--- src/common/legacy_kbd_pkg.sv ---
// Constants for the legacy keyboard and mouse emulation block.
// Assumes byte addresses within the operational register space.
package legacy_kbd_pkg;
  localparam int REG_AW = 12;
  localparam int IO_AW = 16;
  localparam logic [REG_AW-1:0] OFF_CONTROL = 12'h100;
  localparam logic [REG_AW-1:0] OFF_INPUT = 12'h104;
  localparam logic [REG_AW-1:0] OFF_OUTPUT = 12'h108;
  localparam logic [REG_AW-1:0] OFF_STATUS = 12'h10C;
  localparam logic [IO_AW-1:0] IO_DATA_PORT = 16'h0060;
  localparam logic [IO_AW-1:0] IO_CMD_PORT = 16'h0064;
  localparam logic [7:0] GATE_CMD = 8'hD1;
  localparam logic [31:0] CONTROL_RESET = 32'h0000_0000;
  localparam logic [7:0] BYTE_RESET = 8'h00;
  // Control bit positions
  localparam int CTL_EE = 0;
  localparam int CTL_EI = 1;
  localparam int CTL_CP = 2;
  localparam int CTL_LEGACY_INTERRUPT_ENABLE = 3;
  localparam int CTL_EXTERNAL_INTERRUPT_ENABLE = 4;
  localparam int CTL_GATE_SEQUENCE_PENDING = 5;
  localparam int CTL_KBD_ACT = 6;
  localparam int CTL_MOUSE_ACT = 7;
  localparam int CTL_ADDRESS_LINE_GATE_STATE = 8;
  // Status bit positions
  localparam int ST_OUT_FULL = 0;
  localparam int ST_IN_FULL = 1;
  localparam int ST_CMD_DATA = 3;
  localparam int ST_AUX_FULL = 5;
  // Data bit that carries the gate level in the gate command data byte
  localparam int GATE_DATA_BIT = 1;
endpackage : legacy_kbd_pkg

--- src/common/edge_latch_if.sv ---
// Carrier between the control register and one rising-edge latch.
// Assumes both ends share the core clock.
`timescale 1ns/1ps
interface edge_latch_if;
  logic level;
  logic clear;
  logic flag;
  modport owner (output level, output clear, input flag);
  modport latch (input level, input clear, output flag);
endinterface : edge_latch_if

--- src/legacy_kbd_emulation_control.sv ---
// Legacy keyboard and mouse emulation control, input, output, status.
// Assumes register and port strobes are single-cycle and synchronous.
// Operation
// - Emulation-enable bit 0 puts the controller into emulation mode.
// - While enabled, decode ports 60h and 64h and enable legacy lines.
// - While enabled, raise emulation interrupt when software must run.
// - Bit 1 is read-only, shows emulation interrupt; writes ignored.
// - Character-pending bit 2 interrupts when output-buffer-full is zero.
// - Legacy-interrupt enable bit 3 drives a line while output full.
// - Auxiliary flag zero selects keyboard line, one selects mouse line.
// - External enable bit 4 turns controller interrupts into emulation interrupts.
// - External enable acts regardless of emulation enable.
// - Writing D1h to port 64h sets gate-sequence bit 5.
// - Any other value written to port 64h clears gate-sequence bit.
// - Bit 8 holds the current address-line gate state.
// - During gate sequence, port 60h data is compared with gate state.
// - Mouse rising edge sets bit 7; writing one clears it.
// - Keyboard rising edge sets bit 6; writing one clears it.
// - Control register sits at offset 100h of operational space.
// - Reading port 60h during emulation clears output-buffer-full.
// - Port 60h and 64h writes during emulation land in input register.
`timescale 1ns/1ps
module legacy_kbd_emulation_control #(
  parameter int DATA_W = 8
) (
  input wire logic i_core_clk, // Core clock, 10 MHz
  input wire logic i_reset, // Synchronous reset, high
  input wire logic i_reg_wr, // Register write strobe
  input wire logic i_reg_rd, // Register read strobe
  input wire logic [legacy_kbd_pkg::REG_AW-1:0] i_reg_addr, // Register byte address
  input wire logic [31:0] i_reg_wdata, // Register write data
  output logic [31:0] o_reg_rdata, // Register read data
  output logic o_reg_ack, // Register access done
  input wire logic i_io_wr, // Legacy port write strobe
  input wire logic i_io_rd, // Legacy port read strobe
  input wire logic [legacy_kbd_pkg::IO_AW-1:0] i_io_addr, // Legacy port address
  input wire logic [DATA_W-1:0] i_io_wdata, // Legacy port write data
  output logic [DATA_W-1:0] o_io_rdata, // Legacy port read data
  output logic o_io_ack, // Legacy port claimed
  input wire logic i_kbc_kbd_irq, // External keyboard interrupt
  input wire logic i_kbc_mouse_irq, // External mouse interrupt
  output logic o_keyboard_interrupt_line, // Legacy keyboard line
  output logic o_mouse_interrupt_line, // Legacy mouse line
  output logic o_emulation_interrupt // Emulation interrupt
);
  logic emulation_enable_q;
  logic char_pending_q;
  logic legacy_interrupt_enable_q;
  logic external_interrupt_enable_q;
  logic gate_sequence_pending_q;
  logic address_line_gate_state_q;
  logic [DATA_W-1:0] emulation_input_q;
  logic [DATA_W-1:0] emulation_output_q;
  logic [DATA_W-1:0] emulation_status_q;
  logic [31:0] control_view;
  logic [31:0] rdata_d;
  logic [DATA_W-1:0] io_rdata_d;
  logic wr_ctl;
  logic wr_in;
  logic wr_out;
  logic wr_st;
  logic io_hit_data;
  logic io_hit_cmd;
  logic gate_match;
  logic emu_cond;
  logic kbd_line_d;
  logic mouse_line_d;

  edge_latch_if kbd_lat ();
  edge_latch_if mouse_lat ();

  assign wr_ctl = i_reg_wr && (i_reg_addr == legacy_kbd_pkg::OFF_CONTROL);
  assign wr_in = i_reg_wr && (i_reg_addr == legacy_kbd_pkg::OFF_INPUT);
  assign wr_out = i_reg_wr && (i_reg_addr == legacy_kbd_pkg::OFF_OUTPUT);
  assign wr_st = i_reg_wr && (i_reg_addr == legacy_kbd_pkg::OFF_STATUS);

  // Ports decode only in emulation mode
  assign io_hit_data = emulation_enable_q && (i_io_addr == legacy_kbd_pkg::IO_DATA_PORT);
  assign io_hit_cmd = emulation_enable_q && (i_io_addr == legacy_kbd_pkg::IO_CMD_PORT);

  // Gate data matching the held state needs no software
  assign gate_match = gate_sequence_pending_q &&
    (i_io_wdata[legacy_kbd_pkg::GATE_DATA_BIT] == address_line_gate_state_q);

  // Rising-edge latches for the external controller interrupts
  assign kbd_lat.level = i_kbc_kbd_irq;
  assign kbd_lat.clear = wr_ctl && i_reg_wdata[legacy_kbd_pkg::CTL_KBD_ACT];
  assign mouse_lat.level = i_kbc_mouse_irq;
  assign mouse_lat.clear = wr_ctl && i_reg_wdata[legacy_kbd_pkg::CTL_MOUSE_ACT];

  rise_latch u_kbd_latch (
    .i_core_clk (i_core_clk),
    .i_reset (i_reset),
    .lat (kbd_lat.latch)
  );

  rise_latch u_mouse_latch (
    .i_core_clk (i_core_clk),
    .i_reset (i_reset),
    .lat (mouse_lat.latch)
  );

  // Software-owned control bits; reserved bits are not stored
  always_ff @(posedge i_core_clk) begin
    if (i_reset) begin
      emulation_enable_q <= legacy_kbd_pkg::CONTROL_RESET[legacy_kbd_pkg::CTL_EE];
      char_pending_q <= legacy_kbd_pkg::CONTROL_RESET[legacy_kbd_pkg::CTL_CP];
      legacy_interrupt_enable_q <= legacy_kbd_pkg::CONTROL_RESET[legacy_kbd_pkg::CTL_LEGACY_INTERRUPT_ENABLE];
      external_interrupt_enable_q <= legacy_kbd_pkg::CONTROL_RESET[legacy_kbd_pkg::CTL_EXTERNAL_INTERRUPT_ENABLE];
      address_line_gate_state_q <= legacy_kbd_pkg::CONTROL_RESET[legacy_kbd_pkg::CTL_ADDRESS_LINE_GATE_STATE];
    end else if (wr_ctl) begin
      emulation_enable_q <= i_reg_wdata[legacy_kbd_pkg::CTL_EE];
      char_pending_q <= i_reg_wdata[legacy_kbd_pkg::CTL_CP];
      legacy_interrupt_enable_q <= i_reg_wdata[legacy_kbd_pkg::CTL_LEGACY_INTERRUPT_ENABLE];
      external_interrupt_enable_q <= i_reg_wdata[legacy_kbd_pkg::CTL_EXTERNAL_INTERRUPT_ENABLE];
      address_line_gate_state_q <= i_reg_wdata[legacy_kbd_pkg::CTL_ADDRESS_LINE_GATE_STATE];
    end
  end

  // Gate sequence tracking; port writes win over software
  always_ff @(posedge i_core_clk) begin
    if (i_reset) begin
      gate_sequence_pending_q <= legacy_kbd_pkg::CONTROL_RESET[legacy_kbd_pkg::CTL_GATE_SEQUENCE_PENDING];
    end else if (i_io_wr && io_hit_cmd) begin
      gate_sequence_pending_q <= (i_io_wdata == legacy_kbd_pkg::GATE_CMD);
    end else if (wr_ctl) begin
      gate_sequence_pending_q <= i_reg_wdata[legacy_kbd_pkg::CTL_GATE_SEQUENCE_PENDING];
    end
  end

  // Input buffer capture
  always_ff @(posedge i_core_clk) begin
    if (i_reset) begin
      emulation_input_q <= legacy_kbd_pkg::BYTE_RESET;
    end else if (i_io_wr && (io_hit_data || io_hit_cmd)) begin
      emulation_input_q <= i_io_wdata;
    end else if (wr_in) begin
      emulation_input_q <= i_reg_wdata[DATA_W-1:0];
    end
  end

  always_ff @(posedge i_core_clk) begin
    if (i_reset) begin
      emulation_output_q <= legacy_kbd_pkg::BYTE_RESET;
    end else if (wr_out) begin
      emulation_output_q <= i_reg_wdata[DATA_W-1:0];
    end
  end

  // Status: software write first, port write effects on top; a data-port read clear is skipped on a software write
  always_ff @(posedge i_core_clk) begin
    if (i_reset) begin
      emulation_status_q <= legacy_kbd_pkg::BYTE_RESET;
    end else begin
      if (wr_st) begin
        emulation_status_q <= i_reg_wdata[DATA_W-1:0];
      end
      if (i_io_rd && io_hit_data && !wr_st) begin
        emulation_status_q[legacy_kbd_pkg::ST_OUT_FULL] <= 1'b0;
      end
      if (i_io_wr && io_hit_data && !gate_match) begin
        emulation_status_q[legacy_kbd_pkg::ST_IN_FULL] <= 1'b1;
        emulation_status_q[legacy_kbd_pkg::ST_CMD_DATA] <= 1'b0;
      end
      if (i_io_wr && io_hit_cmd) begin
        emulation_status_q[legacy_kbd_pkg::ST_IN_FULL] <= 1'b0;
        emulation_status_q[legacy_kbd_pkg::ST_CMD_DATA] <= 1'b1;
      end
    end
  end

  // Emulation interrupt sources
  always_comb begin
    emu_cond = 1'b0;
    if (emulation_enable_q) begin
      emu_cond = emulation_status_q[legacy_kbd_pkg::ST_IN_FULL] ||
        (char_pending_q && !emulation_status_q[legacy_kbd_pkg::ST_OUT_FULL]);
    end
    if (external_interrupt_enable_q && (kbd_lat.flag || mouse_lat.flag)) begin
      emu_cond = 1'b1;
    end
  end

  // Legacy line select by auxiliary flag
  always_comb begin
    kbd_line_d = 1'b0;
    mouse_line_d = 1'b0;
    if (emulation_enable_q && legacy_interrupt_enable_q &&
        emulation_status_q[legacy_kbd_pkg::ST_OUT_FULL]) begin
      kbd_line_d = !emulation_status_q[legacy_kbd_pkg::ST_AUX_FULL];
      mouse_line_d = emulation_status_q[legacy_kbd_pkg::ST_AUX_FULL];
    end
  end

  always_ff @(posedge i_core_clk) begin
    if (i_reset) begin
      o_emulation_interrupt <= 1'b0;
      o_keyboard_interrupt_line <= 1'b0;
      o_mouse_interrupt_line <= 1'b0;
    end else begin
      o_emulation_interrupt <= emu_cond;
      o_keyboard_interrupt_line <= kbd_line_d;
      o_mouse_interrupt_line <= mouse_line_d;
    end
  end

  always_comb begin
    control_view = 32'h0000_0000;
    control_view[legacy_kbd_pkg::CTL_EE] = emulation_enable_q;
    control_view[legacy_kbd_pkg::CTL_EI] = o_emulation_interrupt;
    control_view[legacy_kbd_pkg::CTL_CP] = char_pending_q;
    control_view[legacy_kbd_pkg::CTL_LEGACY_INTERRUPT_ENABLE] = legacy_interrupt_enable_q;
    control_view[legacy_kbd_pkg::CTL_EXTERNAL_INTERRUPT_ENABLE] = external_interrupt_enable_q;
    control_view[legacy_kbd_pkg::CTL_GATE_SEQUENCE_PENDING] = gate_sequence_pending_q;
    control_view[legacy_kbd_pkg::CTL_KBD_ACT] = kbd_lat.flag;
    control_view[legacy_kbd_pkg::CTL_MOUSE_ACT] = mouse_lat.flag;
    control_view[legacy_kbd_pkg::CTL_ADDRESS_LINE_GATE_STATE] = address_line_gate_state_q;
  end

  // Register read mux; unmapped reads return zero
  always_comb begin
    rdata_d = 32'h0000_0000;
    unique case (i_reg_addr)
      legacy_kbd_pkg::OFF_CONTROL: rdata_d = control_view;
      legacy_kbd_pkg::OFF_INPUT: rdata_d[DATA_W-1:0] = emulation_input_q;
      legacy_kbd_pkg::OFF_OUTPUT: rdata_d[DATA_W-1:0] = emulation_output_q;
      legacy_kbd_pkg::OFF_STATUS: rdata_d[DATA_W-1:0] = emulation_status_q;
      default: rdata_d = 32'h0000_0000;
    endcase
  end

  always_ff @(posedge i_core_clk) begin
    if (i_reset) begin
      o_reg_rdata <= 32'h0000_0000;
      o_reg_ack <= 1'b0;
    end else begin
      o_reg_rdata <= i_reg_rd ? rdata_d : 32'h0000_0000;
      o_reg_ack <= i_reg_rd || i_reg_wr;
    end
  end

  always_comb begin
    io_rdata_d = legacy_kbd_pkg::BYTE_RESET;
    if (io_hit_data) begin
      io_rdata_d = emulation_output_q;
    end else if (io_hit_cmd) begin
      io_rdata_d = emulation_status_q;
    end
  end

  always_ff @(posedge i_core_clk) begin
    if (i_reset) begin
      o_io_rdata <= legacy_kbd_pkg::BYTE_RESET;
      o_io_ack <= 1'b0;
    end else begin
      o_io_rdata <= i_io_rd ? io_rdata_d : legacy_kbd_pkg::BYTE_RESET;
      o_io_ack <= (i_io_rd || i_io_wr) && (io_hit_data || io_hit_cmd);
    end
  end
endmodule : legacy_kbd_emulation_control

--- src/rise_latch.sv ---
// Sticky flag set by a rising edge, cleared by a pulse.
// Assumes the level input is synchronous to i_core_clk.
`timescale 1ns/1ps
module rise_latch (
  input wire logic i_core_clk, // Core clock
  input wire logic i_reset, // Synchronous reset, high
  edge_latch_if.latch lat // Level in, clear in, flag out
);
  logic prev_q;
  logic flag_q;

  always_ff @(posedge i_core_clk) begin
    if (i_reset) begin
      prev_q <= 1'b0;
    end else begin
      prev_q <= lat.level;
    end
  end

  // Edge wins over a clear in the same cycle
  always_ff @(posedge i_core_clk) begin
    if (i_reset) begin
      flag_q <= 1'b0;
    end else if (lat.level && !prev_q) begin
      flag_q <= 1'b1;
    end else if (lat.clear) begin
      flag_q <= 1'b0;
    end
  end

  assign lat.flag = flag_q;
endmodule : rise_latch

--- config.mk ---
export PLATFORM = sky130hd
export DESIGN_NAME = legacy_kbd_emulation_control
export DESIGN_NICKNAME = d
export VERILOG_FILES = /design/src/common/legacy_kbd_pkg.sv /design/src/common/edge_latch_if.sv /design/src/legacy_kbd_emulation_control.sv /design/src/rise_latch.sv
export SDC_FILE = /design/constraint.sdc
export NUM_CORES = 1
export LEC_CHECK = 0
export BUFFER_PORTS_ARGS = -buffer_cell sky130_fd_sc_hd__buf_2
export CORE_MARGIN = 5
export CORE_UTILIZATION = 35
export DETAILED_ROUTE_END_ITERATION = 8
export GPL_TIMING_DRIVEN = 0
export PLACE_DENSITY = 0.72
export SLEW_MARGIN = 20
export SYNTH_ARGS = -nofsm -noshare
export SYNTH_HDL_FRONTEND = slang
export SYNTH_SLANG_ARGS = --single-unit
--- constraint.sdc ---
create_clock -name i_core_clk -period 1.4 [get_ports i_core_clk]
set_input_delay 0 -clock i_core_clk [delete_from_list [all_inputs] [get_ports i_core_clk]]
set_output_delay 0 -clock i_core_clk [all_outputs]
set_load 0.005 [all_outputs]
==> flow_summary.toml <==
[clocking]
max-clock-path-buffers = 2
clock_buffer_count_from_cts = 5
cts-root-buf = "clkbuf_8"
h-tree-depth = 2
cts_tree = "done"
clkTransAtPathRegs_ns = 0.10
clock_insertion_delay_worst_skew_ns = 0.32
cts.sinks = 56

[layout]
multiInputGateArea_mm2 = 0.00158
register_area_mm2 = 0.00112
area_growth_syn_to_layout_pct = 50.6
inserted_diodes = 0
drive_above_1_share = 0.439
finalInstanceArea_mm2 = 0.00396
total_number_of_nets_in_the_final_design = 476
fillerInstances = 669
final_core_utilization = 0.544

[critical_path]
timing.setup.critical_path_class = "flip-flop to flip-flop"
worstPathMaxFanout = 6
crit_required_ns = 1.63
crit_path_end_kind = "flip-flop"
cp-start-kind = "flip-flop"
critPathArrivalTime_ns = 1.76

[status]
violations = "negative setup slack"
outcome = "finished, violations left"

[timing]
unrepaired_setup_endpoints_after_global_routing = "true"
worst_clock_skew_ns = 0.0110
hold_viol_final = 0
achievable-frequency_ghz = 0.656
fin_ws_ns = -0.124
maxSlewViolCount = 0
final-setup-viol-count = 20
minimum_hold_slack_ns = 0.0244
min_period_over_period = 1.09
post-route-min-period_ns = 1.52
totalNegativeSetupSlack_ns = -1.05
worst_slew_pin_slew_ns = 0.873
worst_slew_margin_rel = 0.418

[power]
power_density_mw_per_mm2 = 783
leakage_nw = 1.88
ir_drop_worst_vdd_mv = 0.409

[synthesis]
main_combinational_cell_family_by_area_after_synthesis = "simple AND/OR/NAND/NOR gates"
netlist.top_cell.by_area = "dfxtp_1"
synth_top_cells_by_area = "dfxtp_1 (43%), mux2i_1 (11%), buf_4 (6.8%)"
synthMostInstantiatedCell = "dfxtp_1"
synth-compound-area-share = 0.0922
yosysWarnings = 0
yosys.area_share.adder = 0
count_of_state_elements_after_synthesis = 56
post_synth_top_area_share = 0.426
synthMuxAreaShare = 0.179
synth_sequential_area_ratio = 0.426
asyncSetResetFlopFracSynth = 0
synth.cells.most_frequent = "dfxtp_1 (56), mux2i_1 (28), buf_4 (24), nor2_1 (23), a21oi_1 (21)"
syn-cell-area_mm2 = 0.00263
synth_simple_gate_area_share = 0.202
synth_area_per_cell_um2 = 10.2
synth-main-ff-cell = "dfxtp_1"
syn_inst = 259
synth-edff-count = 0
synthXorXnorAreaFrac = 0.00333
synth.distinct_cells = 39

[hold_path]
hold_path.class = "primary input to flip-flop"

[route]
vias = 2467
detail_route.drc_violations = 0
initial_drt_markers = 168
totalWireLength_um = 8000
viasPerCell = 4.93
wl_per_cell_um = 16.0
drt_pass1_iterations = 4
drtAntennaViolNets = 0

[placement]
pre_cts_slack_ns = -0.314
gpl.final_weighted_congestion = 0.875
placed_cell_area_mm2 = 0.00321
detailedPlacementHpwl_um = 5350
place.port_buffers = 74

[global_routing]
grt_start_max_net_pins = 18
grt_first_pass_wirelength_um = 12700
globalRouteTotalUtil = 0.166
grt_antenna_before_repair = 0
grt_pass1_vias = 2541
gr-total-overflow = 0

[floorplanning]
initial_core_util = 0.361
die-width_um = 96.7
die_h_um = 96.7
design.core.area_mm2 = 0.00729
std_cell_rows = 31
die_footprint_mm2 = 0.00936
top_level_ports = 121

[run]
cap_viol_max_count = 0
## repair_timing
item / CTS / global route
hold buffers: 23 / 0
pin swaps: 16 / 11
endpoints found under the setup margin: 21 / 23
gates resized for setup: 43 / 16
setup buffers: 10 / 5
cloned: 1 / 0
hold endpoints to repair: 32 / 0
## layout make-up
| type | instances | area share |
|---|---|---|
| plain buffers | 34 | 0.0612 |
| clock buffers | 6 | 0.0208 |
| clock inverters | 2 | 0.00979 |
| inverters | 7 | 0.00663 |
| multi-input cells | 184 | 0.399 |
| flip-flops and latches | 56 | 0.284 |
| well taps | 99 | 0.0313 |
| repair buffers | 112 | 0.188 |
## placed cells by master (no fill, tap or decap), types with 2 or more instances in the layout
master	count
nand3_2	11
dlygate4sd3_1	23
nor4b_1	2
buf_8	2
nor2_1	23
buf_2	74
nor2b_1	12
buf_4	33
and3_1	2
nand2_1	2
nand3_4	2
o31ai_2	3
mux4_2	8
nand3_1	7
mux2i_1	28
buf_1	3
a21oi_2	10
o31ai_1	2
clkbuf_8	7
o21ai_0	4
nand4_2	2
inv_1	6
nor4bb_1	2
conb_1	23
and3b_1	2
nand2b_1	2
a21oi_1	11
nor4_1	2
buf_6	4
nand4_4	2
dfxtp_1	55
clkbuf_1	5
o31ai_4	4
## cell families after synthesis
kind of cell	after synthesis
other cells	1
compound gates	40
simple gates	83
flops	56
xor+xnor	1
buf+inv	41
mux	37
## worst max-delay path, cell delays in order, from the launching register on
cell and delay (ns):
dfxtp_4 0.36, nand4bb_1 0.13, nand4b_1 0.25, clkbuf_8 0.20, or4_4 0.42, o31ai_2 0.07
## through the flow
stage | total power [W] | instances
2_1_floorplan | 0.00180 | 281
3_3_place_gp | 0.00193 | 454
3_5_place_dp | 0.00193 | 454
4_1_cts | 0.00310 | 496
5_1_grt | 0.00323 | 500
6_report | 0.00310 | 500
## report_power, final
part | leakage, nW | internal [W] | switching (W)
combinational | 1.37 | 0.000191 | 0.000196
sequential | 0.453 | 0.00160 | 0.00000475
clock | 0.0614 | 0.000585 | 0.000525
total | 1.88 | 0.00238 | 0.000726
## final timing paths
| kind | startpoint | endpoint | slack, ns | cells past startpoint |
|---|---|---|---|---|
| max | emulation_enable_q$_SDFFE_PP0P_ | emulation_status_q[3]$_SDFFE_PP0P_ | -0.12 | 5 |
| min | i_io_wdata[4] | emulation_input_q[4]$_SDFFE_PP0P_ | 0.02 | 3 |
| max reg2reg | emulation_enable_q$_SDFFE_PP0P_ | emulation_status_q[3]$_SDFFE_PP0P_ | -0.12 | 5 |
| min reg2reg | emulation_output_q[2]$_SDFFE_PP0P_ | o_io_rdata[2]$_SDFF_PP0_ | 0.49 | 2 |
## registers in the layout, summed over array words and instances, names as in the netlist, 8 cells and up
signal and count:
o_reg_rdata 9, o_io_rdata 8, emulation_output_q 8, emulation_input_q 8, emulation_status_q 8
## layer usage
| metal | routed length, µm | vias up | part of all wire | GRT usage |
|---|---|---|---|---|
| li1 | - | 1173 | - | - |
| met1 | 3210 | 1175 | 0.40 | 0.191 |
| met2 | 4080 | 111 | 0.51 | 0.290 |
| met3 | 615 | 8 | 0.077 | 0.0446 |
| met4 | 102 | 0 | 0.013 | 0.0691 |
| met5 | 0 | - | 0 | 0 |
Power figures use the tool's default switching activity.
